===== src/rtl/timer_channel_pkg.sv =====
package timer_channel_pkg;

    // ****************************************
    // Register offsets
    // ****************************************
    localparam logic [3:0] TIMER_STATUS_CONTROL_OFS = 4'h0;
    localparam logic [3:0] COUNTER_HIGH_BYTE_OFS = 4'h1;
    localparam logic [3:0] COUNTER_LOW_BYTE_OFS = 4'h2;
    localparam logic [3:0] CHANNEL_STATUS_CONTROL_OFS = 4'h3;
    localparam logic [3:0] CHANNEL_VALUE_HIGH_OFS = 4'h4;
    localparam logic [3:0] CHANNEL_VALUE_LOW_OFS = 4'h5;

    // ****************************************
    // Field positions
    // ****************************************
    // Timer status/control
    localparam int CENTER_ALIGN_SELECT_BIT = 5;
    localparam int CLOCK_SOURCE_HIGH_BIT = 4;
    localparam int CLOCK_SOURCE_LOW_BIT = 3;
    localparam int PRESCALE_MSB = 2;
    // Channel status/control
    localparam int CHANNEL_EVENT_FLAG_BIT = 7;
    localparam int CHANNEL_IRQ_ENABLE_BIT = 6;
    localparam int MODE_SELECT_HIGH_BIT = 5;
    localparam int MODE_SELECT_LOW_BIT = 4;
    localparam int EDGE_LEVEL_HIGH_BIT = 3;
    localparam int EDGE_LEVEL_LOW_BIT = 2;

    // ****************************************
    // Reset values and counts
    // ****************************************
    localparam logic [7:0] TIMER_STATUS_CONTROL_RST = 8'h00;
    localparam logic [7:0] CHANNEL_STATUS_CONTROL_RST = 8'h00;
    localparam logic [15:0] COUNTER_RST = 16'h0000;
    localparam logic [15:0] CHANNEL_VALUE_RST = 16'h0000;
    localparam logic [15:0] COUNTER_ZERO = 16'h0000;
    localparam logic [15:0] COUNTER_TERMINAL = 16'hffff;
    localparam logic [6:0] PRESCALER_RST = 7'h00;

    // Channel operating mode, one-hot
    typedef enum logic [3:0] {
        MODE_CAPTURE = 4'b0001,
        MODE_COMPARE = 4'b0010,
        MODE_EDGE_PWM = 4'b0100,
        MODE_CENTER = 4'b1000
    } channel_mode_t;

endpackage


===== src/rtl/timer_channel_capture_compare_pwm.sv =====
// Strobed register access and the address map were decided locally.
`timescale 1ns/1ns

module timer_channel_capture_compare_pwm
    import timer_channel_pkg::*;
(
    input wire logic clk_i,
    input wire logic sys_rst_i,
    input wire logic [3:0] reg_addr_i,
    input wire logic [7:0] reg_wdata_i,
    input wire logic reg_wr_i,
    input wire logic reg_rd_i,
    output logic [7:0] reg_rdata_o,
    input wire logic debug_halt_mode_i,
    input wire logic channel_pin_i,
    output logic channel_pin_o,
    output logic channel_pin_oe_o,
    output logic channel_pin_timer_ctrl_o,
    output logic channel_irq_o
);
    import timer_channel_pkg::*;

    // ****************************************
    // State
    // ****************************************
    typedef struct packed {
        logic [7:0] tsc;
        logic [7:0] csc;
        logic [15:0] count;
        logic [6:0] prescaler;
        logic [15:0] value;
        logic [15:0] value_buf;
        logic buf_high_done;
        logic buf_low_done;
        logic load_pending;
        logic [7:0] count_latch;
        logic count_latched;
        logic [7:0] value_latch;
        logic value_latched;
        logic clear_armed;
        logic pin_meta;
        logic pin_sync;
        logic pin_prev;
        logic pin_out;
        logic pin_oe;
        logic pin_ctrl;
        logic irq;
        logic [7:0] rdata;
    } state_t;

    state_t state_reg;
    state_t state_next;

    // Mode decode, shared by pin and flag logic
    function automatic channel_mode_t decode_mode(input logic [7:0] tsc, input logic [7:0] csc);
        channel_mode_t m;
        m = MODE_CAPTURE;
        if (tsc[CENTER_ALIGN_SELECT_BIT])
        begin
            m = MODE_CENTER;
        end
        else if (csc[MODE_SELECT_HIGH_BIT])
        begin
            m = MODE_EDGE_PWM;
        end
        else if (csc[MODE_SELECT_LOW_BIT])
        begin
            m = MODE_COMPARE;
        end
        return m;
    endfunction

    // Prescaler terminal count for divide by 2^ps
    function automatic logic [6:0] prescale_top(input logic [2:0] ps);
        return 7'((8'h01 << ps) - 8'h01);
    endfunction

    channel_mode_t mode;
    logic [1:0] edge_level;
    logic [1:0] clock_source;
    logic tick;
    logic [15:0] count_inc;
    logic match;
    logic rise;
    logic fall;
    logic capture;
    logic event_set;
    logic wr_tsc;
    logic wr_cnt;
    logic wr_csc;
    logic wr_vh;
    logic wr_vl;
    logic rd_cnt_h;
    logic rd_cnt_l;
    logic rd_vh;
    logic rd_vl;

    // ****************************************
    // Next-state logic
    // ****************************************
    always_comb
    begin
        state_next = state_reg;
        mode = decode_mode(state_reg.tsc, state_reg.csc);
        edge_level = state_reg.csc[EDGE_LEVEL_HIGH_BIT:EDGE_LEVEL_LOW_BIT];
        clock_source = state_reg.tsc[CLOCK_SOURCE_HIGH_BIT:CLOCK_SOURCE_LOW_BIT];
        wr_tsc = 1'b0;
        wr_cnt = 1'b0;
        wr_csc = 1'b0;
        wr_vh = 1'b0;
        wr_vl = 1'b0;
        rd_cnt_h = 1'b0;
        rd_cnt_l = 1'b0;
        rd_vh = 1'b0;
        rd_vl = 1'b0;

        // Address decode; unmapped offsets read as zero
        if (reg_addr_i == TIMER_STATUS_CONTROL_OFS)
        begin
            wr_tsc = reg_wr_i;
        end
        else if (reg_addr_i == COUNTER_HIGH_BYTE_OFS)
        begin
            wr_cnt = reg_wr_i;
            rd_cnt_h = reg_rd_i;
        end
        else if (reg_addr_i == COUNTER_LOW_BYTE_OFS)
        begin
            wr_cnt = reg_wr_i;
            rd_cnt_l = reg_rd_i;
        end
        else if (reg_addr_i == CHANNEL_STATUS_CONTROL_OFS)
        begin
            wr_csc = reg_wr_i;
        end
        else if (reg_addr_i == CHANNEL_VALUE_HIGH_OFS)
        begin
            wr_vh = reg_wr_i;
            rd_vh = reg_rd_i;
        end
        else if (reg_addr_i == CHANNEL_VALUE_LOW_OFS)
        begin
            wr_vl = reg_wr_i;
            rd_vl = reg_rd_i;
        end

        // two-stage pin synchroniser, edge seen on the second stage
        state_next.pin_meta = channel_pin_i;
        state_next.pin_sync = state_reg.pin_meta;
        state_next.pin_prev = state_reg.pin_sync;
        rise = state_reg.pin_sync & ~state_reg.pin_prev;
        fall = ~state_reg.pin_sync & state_reg.pin_prev;

        // Counter frozen in debug halt and with no clock source
        tick = 1'b0;
        if (clock_source != 2'b00 && !debug_halt_mode_i)
        begin
            if (state_reg.prescaler == prescale_top(state_reg.tsc[PRESCALE_MSB:0]))
            begin
                tick = 1'b1;
                state_next.prescaler = PRESCALER_RST;
            end
            else
            begin
                state_next.prescaler = state_reg.prescaler + 7'h01;
            end
        end
        count_inc = state_reg.count + 16'h0001;
        if (tick)
        begin
            state_next.count = count_inc;
        end
        // any counter byte write clears counter and prescaler
        if (wr_cnt)
        begin
            state_next.count = COUNTER_RST;
            state_next.prescaler = PRESCALER_RST;
        end

        capture = (mode == MODE_CAPTURE) && ((edge_level == 2'b01 && rise)
            || (edge_level == 2'b10 && fall) || (edge_level == 2'b11 && (rise || fall)));
        match = tick && (count_inc == state_reg.value);

        // match event, none for 0% duty in PWM
        event_set = capture || (match && (mode == MODE_COMPARE
            || (mode == MODE_EDGE_PWM && state_reg.value != COUNTER_ZERO)));
        if (capture)
        begin
            state_next.value = state_reg.count;
        end

        // Channel status/control write; flag bit handled below
        if (wr_csc)
        begin
            state_next.csc[6:0] = reg_wdata_i[6:0];
            // Pending value bytes are cancelled
            state_next.buf_high_done = 1'b0;
            state_next.buf_low_done = 1'b0;
            state_next.load_pending = 1'b0;
            state_next.value_latched = 1'b0;
        end
        if (wr_tsc)
        begin
            state_next.tsc = {2'b00, reg_wdata_i[5:0]};
        end

        // read with flag set arms the clear
        if (reg_rd_i && reg_addr_i == CHANNEL_STATUS_CONTROL_OFS && state_reg.csc[CHANNEL_EVENT_FLAG_BIT])
        begin
            state_next.clear_armed = 1'b1;
        end
        // only a zero write after arming clears; one is ignored
        if (wr_csc && !reg_wdata_i[CHANNEL_EVENT_FLAG_BIT] && state_reg.clear_armed)
        begin
            state_next.csc[CHANNEL_EVENT_FLAG_BIT] = 1'b0;
            state_next.clear_armed = 1'b0;
        end
        // a new event wins and restarts the sequence
        if (event_set)
        begin
            state_next.csc[CHANNEL_EVENT_FLAG_BIT] = 1'b1;
            state_next.clear_armed = 1'b0;
        end

        // value writes ignored in capture mode
        if (mode != MODE_CAPTURE)
        begin
            if (wr_vh)
            begin
                state_next.value_buf[15:8] = reg_wdata_i;
                state_next.buf_high_done = 1'b1;
            end
            if (wr_vl)
            begin
                state_next.value_buf[7:0] = reg_wdata_i;
                state_next.buf_low_done = 1'b1;
            end
        end
        // Both bytes in: load now without clock, else defer to a tick
        if (state_reg.buf_high_done && state_reg.buf_low_done)
        begin
            state_next.buf_high_done = 1'b0;
            state_next.buf_low_done = 1'b0;
            if (clock_source == 2'b00)
            begin
                state_next.value = state_reg.value_buf;
            end
            else
            begin
                state_next.load_pending = 1'b1;
            end
        end
        // compare loads on the next tick; PWM at period end
        if (state_reg.load_pending && tick
            && (mode != MODE_EDGE_PWM || state_reg.count == COUNTER_TERMINAL))
        begin
            state_next.value = state_reg.value_buf;
            state_next.load_pending = 1'b0;
        end

        // edge bits 00 hand the pin back to general I/O
        state_next.pin_ctrl = (edge_level != 2'b00);
        // Edge PWM and compare force the pin to output; center mode never drives it
        state_next.pin_oe = (edge_level != 2'b00) && (mode == MODE_COMPARE || mode == MODE_EDGE_PWM);
        if (mode == MODE_EDGE_PWM && edge_level != 2'b00)
        begin
            if (tick && count_inc == COUNTER_ZERO)
            begin
                state_next.pin_out = ~edge_level[0];
            end
            if (match)
            begin
                state_next.pin_out = edge_level[0];
            end
        end
        // toggle, clear or set on match
        else if (mode == MODE_COMPARE && match)
        begin
            if (edge_level == 2'b01)
            begin
                state_next.pin_out = ~state_reg.pin_out;
            end
            else if (edge_level == 2'b10)
            begin
                state_next.pin_out = 1'b0;
            end
            else if (edge_level == 2'b11)
            begin
                state_next.pin_out = 1'b1;
            end
        end

        // Counter reads: the first byte latches the other half
        state_next.rdata = 8'h00;
        if (rd_cnt_h || rd_cnt_l)
        begin
            if (debug_halt_mode_i)
            begin
                state_next.rdata = rd_cnt_h ? state_reg.count[15:8] : state_reg.count[7:0];
            end
            else if (state_reg.count_latched)
            begin
                state_next.rdata = state_reg.count_latch;
                state_next.count_latched = 1'b0;
            end
            else
            begin
                state_next.rdata = rd_cnt_h ? state_reg.count[15:8] : state_reg.count[7:0];
                state_next.count_latch = rd_cnt_h ? state_reg.count[7:0] : state_reg.count[15:8];
                state_next.count_latched = 1'b1;
            end
        end
        // counter latch reset by these writes
        if (wr_cnt || (wr_tsc && debug_halt_mode_i))
        begin
            state_next.count_latched = 1'b0;
        end

        // Channel value reads, same scheme as the counter
        if (rd_vh || rd_vl)
        begin
            if (debug_halt_mode_i)
            begin
                state_next.rdata = rd_vh ? state_reg.value[15:8] : state_reg.value[7:0];
            end
            else if (state_reg.value_latched)
            begin
                state_next.rdata = state_reg.value_latch;
                state_next.value_latched = 1'b0;
            end
            else
            begin
                state_next.rdata = rd_vh ? state_reg.value[15:8] : state_reg.value[7:0];
                state_next.value_latch = rd_vh ? state_reg.value[7:0] : state_reg.value[15:8];
                state_next.value_latched = 1'b1;
            end
        end
        if (reg_rd_i && reg_addr_i == TIMER_STATUS_CONTROL_OFS)
        begin
            state_next.rdata = state_reg.tsc;
        end
        if (reg_rd_i && reg_addr_i == CHANNEL_STATUS_CONTROL_OFS)
        begin
            state_next.rdata = state_reg.csc;
        end

        state_next.irq = state_next.csc[CHANNEL_EVENT_FLAG_BIT] & state_next.csc[CHANNEL_IRQ_ENABLE_BIT];
    end

    // ****************************************
    // State register
    // ****************************************
    always_ff @(posedge clk_i)
    begin
        if (sys_rst_i)
        begin
            state_reg <= '0;
            state_reg.tsc <= TIMER_STATUS_CONTROL_RST;
            // capture mode, pin released, flag and enable clear
            state_reg.csc <= CHANNEL_STATUS_CONTROL_RST;
            state_reg.count <= COUNTER_RST;
            state_reg.value <= CHANNEL_VALUE_RST;
        end
        else
        begin
            state_reg <= state_next;
        end
    end

    // Outputs straight from the state register
    assign reg_rdata_o = state_reg.rdata;
    assign channel_pin_o = state_reg.pin_out;
    assign channel_pin_oe_o = state_reg.pin_oe;
    assign channel_pin_timer_ctrl_o = state_reg.pin_ctrl;
    assign channel_irq_o = state_reg.irq;

endmodule


===== config.mk =====
export PLATFORM = sky130hd
export DESIGN_NAME = timer_channel_capture_compare_pwm
export DESIGN_NICKNAME = d
export VERILOG_FILES = /design/src/rtl/timer_channel_pkg.sv /design/src/rtl/timer_channel_capture_compare_pwm.sv
export SDC_FILE = /design/constraint.sdc
export NUM_CORES = 1
export LEC_CHECK = 0
export BUFFER_PORTS_ARGS = -buffer_cell sky130_fd_sc_hd__buf_2
export CORE_ASPECT_RATIO = 2
export CORE_MARGIN = 1.5
export CORE_UTILIZATION = 60
export CTS_CLUSTER_SIZE = 16
export DETAILED_ROUTE_END_ITERATION = 7
export GPL_ROUTABILITY_DRIVEN = 0
export GPL_TIMING_DRIVEN = 0
export PLACE_DENSITY = 0.86
export RECOVER_POWER = 25
export SETUP_SLACK_MARGIN = 0.1
export SLEW_MARGIN = 15
export SYNTH_ARGS = -nofsm -noshare
export SYNTH_HDL_FRONTEND = slang
export SYNTH_SLANG_ARGS = --single-unit

===== constraint.sdc =====
create_clock -name clk_i -period 4.6 [get_ports clk_i]
set_input_delay 1.15 -clock clk_i [delete_from_list [all_inputs] [get_ports clk_i]]
set_output_delay 1.15 -clock clk_i [all_outputs]
set_load 0.03 [all_outputs]

==> reports/summary.txt, run 1 <==
run status -> finished, final reports clean
Slew @ Worst Pin -> 1.42 ns
Crit path required time -> 4.84 ns
PostCTS Resize Cnt -> 0
maximum number of pins on one net before global-route repair -> 21
max reg flops -> 88
RSZ-0062 raised after global routing -> no
H-tree levels -> 3
fin crit period -> 4.02 ns
diode count -> 0
fin worst setup slack -> 0.576 ns
dominant cell type by area after synthesis -> dfxtp_1
Post-Syn Nets -> 726
Sink Count -> 106
synth warn -> 0
layout cells sized above 1 -> 0.0793
Worst Hold Class -> reg2reg
max incr delay on CP -> 0.74 ns
Initial Utilization -> 0.621
Net Sw Frac -> 0.252
Power Dens Cells -> 280 nW/µm²
R2R Setup Slk -> 0.84 ns
number of enable flip-flop cells after synthesis -> 0
crit path to -> channel_pin_o
Setup crit start -> debug_halt_mode_i
Async S/R FF share, synth -> 0
die area -> 10400 µm²
FF-to-FF End -> channel_pin_o
Remaining DRCs -> 0
num ports -> 30
final net count -> 762
Cell variety after synth -> 66
met3 usage -> 0.116
Setup crit end kind -> register
worst skew pair latency -> 0.35 ns
Synth area leaders -> dfxtp_1 36%, mux2i_1 11%, nor2_1 7.1%
IO buf count -> 25
GRT Total Usage -> 0.371
clk buf depth -> 2
# hold bufs at CTS -> 0
Flop pwr share -> 0.521
Slew HR -> 0.0481
chip width -> 72.7 µm
Final Skew -> 0.00790 ns
first-pass GRT wire length -> 28800 µm
sequential share of the synthesized area -> 0.364
critical path launch point type -> primary input
portion of total power attributed to the clock network -> 0.432
Pleak -> 0.00248 µW
CP arrival -> 4.26 ns
Final Hold Fails -> 0
WS Path Type -> in2reg
die height -> 142 µm
VDD IR max -> 0.191 mV
max-cap violations -> 0
gate count of the mapped netlist -> 703
number of global-route vias before repair -> 5560
via count -> 5733
pins over their slew limit -> 0
worst r2r src -> state_reg[77]
drt wl/cell -> 21.9 µm
initial drt markers -> 763
Place WS -> 0.303 ns
Reg clk slew, reported paths -> 0.08 ns
core area -> 9380 µm²
Setup TNS -> 0 ns
syn_area_per_cell -> 8.29 µm²
post-synth top area share -> 0.364
setup violators final -> 0
Pre-Repair DR Iteration Count -> 5
TritonCTS clock tree -> done
Most used DFF post-synth -> dfxtp_1
Layout fillers -> 761
CTS Buf Count -> 9
reg2reg path depth -> 11
crit path max fanout -> 7
Routed WL -> 18600 µm
vias per cell -> 6.76
Post CTS Setup Buffer Count -> 0
hpwl dp -> 13600 µm
antenna-violating nets left -> 0
cell chain of the critical path -> clkbuf_1 -> nor2_1 -> o211ai_1 -> nor4_1 -> or3b_1 -> or4_4 -> o32ai_2 -> mux2_2
clk root buf -> clkbuf_16
Slowest cell on crit path -> nor4_1
period utilization -> 0.875
fmax -> 0.249 GHz
FP Rows -> 50
Switch Pwr -> 449 µW
met1 usage -> 0.354
mapped cell area -> 5830 µm²
FF+latch count, synth -> 106
combinational power share -> 0.047
M2 GR Usage -> 0.625
Synth-to-Final Area Change -> 9.21%
total gr overflow -> 0
Int Pwr -> 1330 µW
initial antenna violation count -> 0
busiest grt layer -> met2
## power by group through the flow
stage,clock network [µW],logic [µW],registers [µW]
floorplan,0,49.6,948
global placement,0,76.5,949
detailed placement,0,79.0,950
CTS,762,79.6,928
global route,806,88.7,929
finish,769,83.1,928
## cells in the mapped netlist (3+ instances only)
cell	instances
nor2_1	111
dfxtp_1	106
mux2i_1	65
nand2_1	61
clkbuf_1	47
a211oi_1	34
a21oi_1	26
xor2_1	26
xnor2_1	18
nand3_1	17
o21ai_0	17
o211ai_1	12
nand4_1	11
a311oi_1	10
buf_4	10
nor3_1	10
nor4_1	9
inv_1	8
buf_2	7
nor2b_1	7
a221oi_1	6
a31oi_1	6
ha_1	5
nand2b_1	5
or3_1	5
and3_1	4
buf_1	4
or2_2	4
nand4b_1	3
nor3b_1	3
nor4b_1	3
o21bai_1	3
## critical path, delay by kind of cell
family                 cells  cell delay [ns]
buffers and inverters      1             0.19
AOI/OAI and AO/OA          2             0.49
muxes                      1             0.37
and+or+nand+nor            4             2.06
## routing by layer
layer,part of all wire,vias up
met5,0,-
met2,0.49,361
met1,0.32,2658
met3,0.084,146
met4,0.099,0
li1,-,2568
## kinds of logic after synthesis
group	after synthesis	share of synthesized area
mux	67	0.115
flops	106	0.364
buf+inv	77	0.0577
simple gates	267	0.220
fa+ha+maj	5	0.0107
compound gates	137	0.166
xor+xnor	44	0.0661
## placed cells by master (no fill, tap or decap), drive strengths merged, types with 11 or more instances in the layout
cell	instances
o21ai	17
xnor2	18
xor2	26
nand4	12
a21oi	26
dfxtp	106
nand2	61
nor2	111
o211ai	12
clkbuf	71
nand3	17
a211oi	34
inv	11
mux2i	65
buf	32
## metrics by stage
stage               cells  hold WS, ns  cell area, µm²  total power [µW]  utilization
floorplan             703        0.414            5830               998            -
global placement      832        0.424            6080              1030        0.648
detailed placement    832        0.455            6080              1030        0.648
CTS                   848        0.469            6380              1770        0.680
global route          848        0.482            6370              1820        0.678
finish                848        0.465            6370              1780        0.678
## worst min path at each step
| stage | startpoint | endpoint | slack (ns) | depth (start not counted) |
|---|---|---|---|---|
| finish | state_next[13] | state_next[12] | 0.46 | 1 |
| global route | state_next[12] | state_reg[12] | 0.48 | 2 |
| CTS | state_next[13] | state_next[12] | 0.47 | 1 |
| detailed placement | state_next[12] | state_reg[12] | 0.45 | 2 |
| global placement | state_next[13] | state_next[12] | 0.42 | 1 |
| floorplan | state_next[13] | state_next[12] | 0.41 | 1 |
## layout make-up
type	count	area [µm²]	area share
Timing Repair Buffer	25	109	0.0171
Multi-Input combinational cell	520	3370	0.529
Clock inverter	7	72.6	0.0114
Buffer	69	307	0.0482
Sequential cell	106	2120	0.333
Tap cell	104	130	0.0204
Inverter	8	30.0	0.00472
Clock buffer	9	225	0.0354
No activity file was read; power rests on OpenSTA's default activity.
==> run 2, diff against run 1 <==
Settings changed: ABC_AREA from default to 1.
==> reports/summary.txt, run 2 <==
run status -> finished, final reports clean
GRT Total Usage -> 0.396 (+0.0247)
Sink Count -> 106 (unchanged)
via count -> 6482 (+13%)
Remaining DRCs -> 0 (unchanged)
syn_area_per_cell -> 6.44 µm² (-22%)
drt wl/cell -> 18.3 µm (-16%)
largest family of logic cells by synthesized area -> simple AND/OR/NAND/NOR gates
Cell variety after synth -> 38 (-42%)
most frequent cell after synthesis -> nand2_1
hpwl dp -> 15000 µm (+10%)
H-tree levels -> 3 (unchanged)
Synth-to-Final Area Change -> 9.99%
Slew @ Worst Pin -> 1.00 ns (-0.421 ns)
CTS Buf Count -> 9 (unchanged)
Crit path required time -> 4.85 ns (about the same)
WS Path Type -> reg2reg
mapped cell area -> 5910 µm² (+1.4%)
total gr overflow -> 0 (unchanged)
synth warn -> 0 (unchanged)
WHS Endpoint -> state_next[12]
Synth top cells by count -> 181 x nand2_1, 145 x nor2_1, 117 x o21ai_0
Synth area leaders -> dfxtp_1 36%, nand2_1 11%, o21ai_0 9.9%
Int Pwr -> 1350 µW (+1.2%)
R2R Setup Slk -> 1.53 ns (+0.69 ns)
max-cap violations -> 0 (unchanged)
Setup crit end kind -> register
period utilization -> 0.668 (-0.206)
gate count of the mapped netlist -> 918 (+31%)
Flop pwr share -> 0.509 (-0.012)
worst skew pair latency -> 0.36 ns (about the same)
critical path launch point type -> register
Adder-Cell Fraction of Synth Area -> 0.0106 (-0.000148)
Final Hold Fails -> 0 (unchanged)
initial drt markers -> 546 (-28%)
clk root buf -> clkbuf_16
Layout fillers -> 900 (+18%)
first-pass GRT wire length -> 30600 µm (+6.3%)
fin crit period -> 3.07 ns (-0.949 ns)
clk buf depth -> 2 (unchanged)
hold path startpoint -> state_next[13]
pins over their slew limit -> 0 (unchanged)
Net Sw Frac -> 0.269 (+0.0171)
worst hold path depth -> 2 (+1)
worst r2r src -> state_reg[76]
diode count -> 0 (unchanged)
chip width -> 73.2 µm (+0.67%)
total power -> 1840 µW (+3.6%)
vias per cell -> 5.93 (-12%)
simple-gate share of the synthesized area -> 0.318 (+0.0986)
Post-Syn Nets -> 941 (+30%)
Pre-Repair DR Iteration Count -> 5 (unchanged)
Slew HR -> 0.327 (+0.279)
post-synthesis mux area share -> 0 (-0.115)
FF-to-FF End -> state_reg[65]
num ports -> 30 (unchanged)
number of global-route vias before repair -> 6127 (+10%)
Post CTS Setup Buffer Count -> 0 (unchanged)
die height -> 143 µm (+0.68%)
combinational power share -> 0.065 (+0.018)
Final Skew -> 0.00980 ns (+0.00190 ns)
FF+latch count, synth -> 106 (unchanged)
Initial Utilization -> 0.613 (-0.00777)
post-synthesis xor/xnor area fraction -> 0.00720 (-0.0589)
RSZ-0062 raised after global routing -> no
Most used DFF post-synth -> dfxtp_1
commonest cells after routing, fill and taps aside -> 182 x nand2_1, 145 x nor2_1, 117 x o21ai_0
Power Dens Cells -> 284 nW/µm² (+1.4%)
Pleak -> 0.00286 µW (+15%)
crit path max fanout -> 10 (+3)
VDD IR max -> 0.206 mV (+8.1%)
sequential share of the synthesized area -> 0.359 (-0.00501)
Switch Pwr -> 496 µW (+11%)
fmax -> 0.325 GHz (+31%)
FP Rows -> 51 (+2.0%)
max reg flops -> 88 (unchanged)
IO buf count -> 28 (+12%)
initial antenna violation count -> 0 (unchanged)
Worst Hold Class -> reg2reg
post-synthesis compound-gate area fraction -> 0.198 (+0.0312)
dominant cell type by area after synthesis -> dfxtp_1
die area -> 10500 µm² (+1.4%)
post-synth top area share -> 0.359 (-0.00501)
number of enable flip-flop cells after synthesis -> 0 (unchanged)
TritonCTS clock tree -> done
portion of total power attributed to the clock network -> 0.426 (-0.006)
# hold bufs at CTS -> 0 (unchanged)
Setup TNS -> 0 ns (unchanged)
reg2reg path depth -> 12 (+1)
core area -> 9640 µm² (+2.7%)
Reg clk slew, reported paths -> 0.08 ns (about the same)
antenna-violating nets left -> 0 (unchanged)
layout cells sized above 1 -> 0.0769 (-0.00238)
Async S/R FF share, synth -> 0 (unchanged)
final net count -> 980 (+29%)
Routed WL -> 20000 µm (+7.9%)
maximum number of pins on one net before global-route repair -> 22 (+4.8%)
most common cell after layout, fill and taps aside -> nand2_1
CP arrival -> 3.33 ns (-0.93 ns)
PostCTS Resize Cnt -> 0 (unchanged)
setup violators final -> 0 (unchanged)
run 2: changes by cell type after synthesis, sizes merged, moves of 35 or more:
| cell | delta |
|---|---|
| nor2 | +45 |
| inv | +107 |
| nand2 | +130 |
| mux2i | -65 |
| o21ai | +104 |
| nand3 | +35 |
run 2: worst max-delay path: stages (launching register included):
cell and delay, ns:
dfxtp_1 0.46, ha_1 0.28, nand2_1 0.18, nor2_8 0.20, nand4_1 0.20, o31ai_1 0.71, and3_1 0.29, inv_2 0.05
nand2_2 0.14, inv_2 0.09, buf_6 0.14, nor2_1 0.13, nor2_1 0.08
run 2: worst max-delay path by stage:
stage                            startpoint            end  slack, ns  cells after the start
after floorplan           debug_halt_mode_i  state_reg[58]       1.97                     14
after global placement        reg_addr_i[0]  state_reg[48]       1.36                      7
after detailed placement  debug_halt_mode_i  state_reg[58]       1.36                     15
after CTS                 debug_halt_mode_i  state_reg[65]       1.70                     15
after global routing          reg_addr_i[0]  state_reg[51]       1.39                      7
final                         state_reg[76]  state_reg[65]       1.53                     12
run 2: power by group through the flow:
stage / Clock (µW) / Sequential [µW] / Combinational (µW)
final: 785 / 939 / 120
after global routing: 831 / 940 / 130
after floorplan: 0 / 957 / 71.7
after global placement: 0 / 960 / 113
after CTS: 782 / 938 / 115
after detailed placement: 0 / 960 / 114
run 2: cells by family (layout without fill, tap and decap cells):
kind of cell / Yosys count / after routing
buf+inv: 157 / 201
xor+xnor: 4 / 4
fa+ha+maj: 5 / 5
compound gates: 212 / 212
simple gates: 434 / 434
flops: 106 / 106
run 2: per-stage QoR:
step / hold WS (ns) / instances / util / worst slack (ns) / cell area (µm²)
after global placement: 0.394 / 1078 / 0.645 / 1.36 / 6220
after detailed placement: 0.398 / 1078 / 0.645 / 1.36 / 6220
after floorplan: 0.388 / 918 / - / 1.97 / 5910
final: 0.429 / 1094 / 0.675 / 1.53 / 6500
after CTS: 0.432 / 1094 / 0.677 / 1.70 / 6520
after global routing: 0.487 / 1094 / 0.675 / 1.39 / 6500
run 2: layer usage:
metal | GRT usage | routed length [µm] | vias up
met2 | 0.668 | 9630 | 375
met5 | 0 | 0 | -
met3 | 0.0961 | 1680 | 149
met4 | 0.348 | 2070 | 0
li1 | - | - | 3074
met1 | 0.388 | 6640 | 2884
run 2: layout make-up:
cell class,count,area [µm²],area share
buffer,39,191,0.0294
tap,132,165,0.0254
sequential,106,2120,0.326
clock inverter,7,78.8,0.0121
timing repair buffer,28,124,0.0191
clock buffer,9,225,0.0346
inverter,118,444,0.0683
multi-input combinational,655,3150,0.485
==> run 3, diff against run 2 <==
Settings changed: CORE_UTILIZATION 60 to 56, PLACE_DENSITY 0.86 to 0.85.
Clock period 4.6 ns to 2.5 ns, I/O delays scaled along.
==> reports/summary.txt, run 3 (synthesis results as in run 2) <==
Place WS -> -0.289 ns (-1.65 ns)
Flop pwr share -> 0.504 (-0.005)
clk root buf -> clkbuf_16
RSZ-0062 raised after global routing -> yes
Setup TNS -> 0 ns (unchanged)
Synth-to-Final Area Change -> 13.7%
hpwl dp -> 15500 µm (+3.4%)
worst skew pair latency -> 0.36 ns (about the same)
via count -> 6612 (+2.0%)
antenna-violating nets left -> 0 (unchanged)
H-tree levels -> 3 (unchanged)
number of global-route vias before repair -> 6221 (+1.5%)
num ports -> 30 (unchanged)
die height -> 148 µm (+3.4%)
GRT Total Usage -> 0.398 (+0.00169)
Remaining DRCs -> 0 (unchanged)
Worst Hold Class -> reg2reg
Sink Count -> 106 (unchanged)
Crit path required time -> 2.75 ns (-2.10 ns)
run status -> finished, final reports clean
layout cells sized above 1 -> 0.114 (+0.0375)
fmax -> 0.428 GHz (+32%)
WS Path Type -> reg2reg
# hold bufs at CTS -> 0 (unchanged)
combinational power share -> 0.069 (+0.004)
Slew @ Worst Pin -> 0.770 ns (-0.232 ns)
portion of total power attributed to the clock network -> 0.427 (about the same)
IO buf count -> 28 (unchanged)
Net Sw Frac -> 0.274 (+0.00463)
initial antenna violation count -> 0 (unchanged)
chip width -> 75.6 µm (+3.4%)
core area -> 10200 µm² (+6.0%)
clk buf depth -> 2 (unchanged)
vias per cell -> 5.98 (+0.99%)
max-cap violations -> 0 (unchanged)
Int Pwr -> 2490 µW (+85%)
Slew HR -> 0.485 (+0.158)
TritonCTS clock tree -> done
drt wl/cell -> 19.2 µm (+5.2%)
Pre-Repair DR Iteration Count -> 8 (+3)
fin crit period -> 2.33 ns (-0.740 ns)
setup violators final -> 0 (unchanged)
Switch Pwr -> 939 µW (+89%)
initial drt markers -> 563 (+3.1%)
max reg flops -> 88 (unchanged)
Layout fillers -> 922 (+2.4%)
VDD IR max -> 0.375 mV (+82%)
Final Skew -> 0.00821 ns (-0.00159 ns)
Final Hold Fails -> 0 (unchanged)
total gr overflow -> 0 (unchanged)
diode count -> 0 (unchanged)
Setup crit end kind -> register
commonest cells after routing, fill and taps aside -> 178 x nand2_1, 139 x nor2_1, 115 x o21ai_0
Power Dens Cells -> 510 nW/µm² (+80%)
period utilization -> 0.934 (+0.266)
Initial Utilization -> 0.579 (-0.0348)
fin worst setup slack -> 0.165 ns (-1.36 ns)
Reg clk slew, reported paths -> 0.08 ns (about the same)
crit path max fanout -> 10 (unchanged)
maximum number of pins on one net before global-route repair -> 22 (unchanged)
critical path launch point type -> register
CTS Buf Count -> 9 (unchanged)
first-pass GRT wire length -> 32700 µm (+6.6%)
final net count -> 988 (+0.82%)
Pleak -> 0.00293 µW (+2.4%)
Routed WL -> 21300 µm (+6.2%)
FP Rows -> 52 (+2.0%)
die area -> 11200 µm² (+6.9%)
pins over their slew limit -> 0 (unchanged)
most common cell after layout, fill and taps aside -> nand2_1
CP arrival -> 2.59 ns (-0.74 ns)
## run 3: cell types whose count changed in the layout (fill, tap and decap cells not counted), sizes merged
cell | before | now
clkbuf | 48 | 47
clkinvlp | 0 | 1
buf | 28 | 37
inv | 118 | 117
## run 3: final cells by class
cell class / instances / area [µm²] / share of cell area
clock buffers: 9 / 225 / 0.0335
plain buffers: 39 / 198 / 0.0294
multi-input cells: 655 / 3280 / 0.488
flip-flops and latches: 106 / 2130 / 0.317
repair buffers: 36 / 185 / 0.0275
inverters: 118 / 450 / 0.0670
clock inverters: 7 / 81.3 / 0.0121
well taps: 135 / 169 / 0.0251
## run 3: worst max-delay path, stage by stage (launching register included)
cell	delay, ns
dfxtp_4	0.41
ha_4	0.18
nand2_4	0.08
nor2_8	0.15
buf_4	0.14
nand4_1	0.19
o31ai_4	0.32
and3_4	0.22
inv_2	0.05
nand2_4	0.10
inv_2	0.07
buf_6	0.14
nor2_1	0.11
nor2_1	0.06
## run 3: timing repair
action	4_1_cts	5_1_grt
setup buffers	0	8
setup endpoints to repair	28	33
gates resized for setup	6	42
pin swaps	0	8
## run 3: through the flow
step / std cells / utilization / instance area (µm²) / total power [µW] / hold slack [ns]
global route: 1105 / 0.658 / 6720 / 3520 / 0.442
finish: 1105 / 0.658 / 6720 / 3430 / 0.417
detailed placement: 1081 / 0.609 / 6220 / 1980 / 0.408
CTS: 1097 / 0.641 / 6540 / 3400 / 0.419
global placement: 1081 / 0.609 / 6220 / 1970 / 0.389
floorplan: 918 / - / 5910 / 1890 / 0.388
## run 3: routing by layer
layer | share of wire | global-route usage
met1 | 0.32 | 0.389
met2 | 0.47 | 0.630
met3 | 0.084 | 0.133
met4 | 0.12 | 0.362
met5 | 0 | 0.00505
## run 3: final timing paths
| check | from | slack (ns) | cells after the start | end |
|---|---|---|---|---|
| worst min register to register | state_next[13] | 0.42 | 2 | state_next[12] |
| worst max-delay path | state_reg[76] | 0.17 | 13 | state_reg[66] |
| worst max register to register | state_reg[76] | 0.17 | 13 | state_reg[66] |
| worst min-delay path | state_next[13] | 0.42 | 2 | state_next[12] |
## run 3: power by group through the flow
| stage | combinational [µW] | sequential, µW | clock (µW) |
|---|---|---|---|
| 6_report | 237 | 1730 | 1460 |
| 4_1_cts | 214 | 1730 | 1460 |
| 2_1_floorplan | 132 | 1760 | 0 |
| 3_5_place_dp | 211 | 1770 | 0 |
| 3_3_place_gp | 207 | 1770 | 0 |
| 5_1_grt | 257 | 1730 | 1530 |
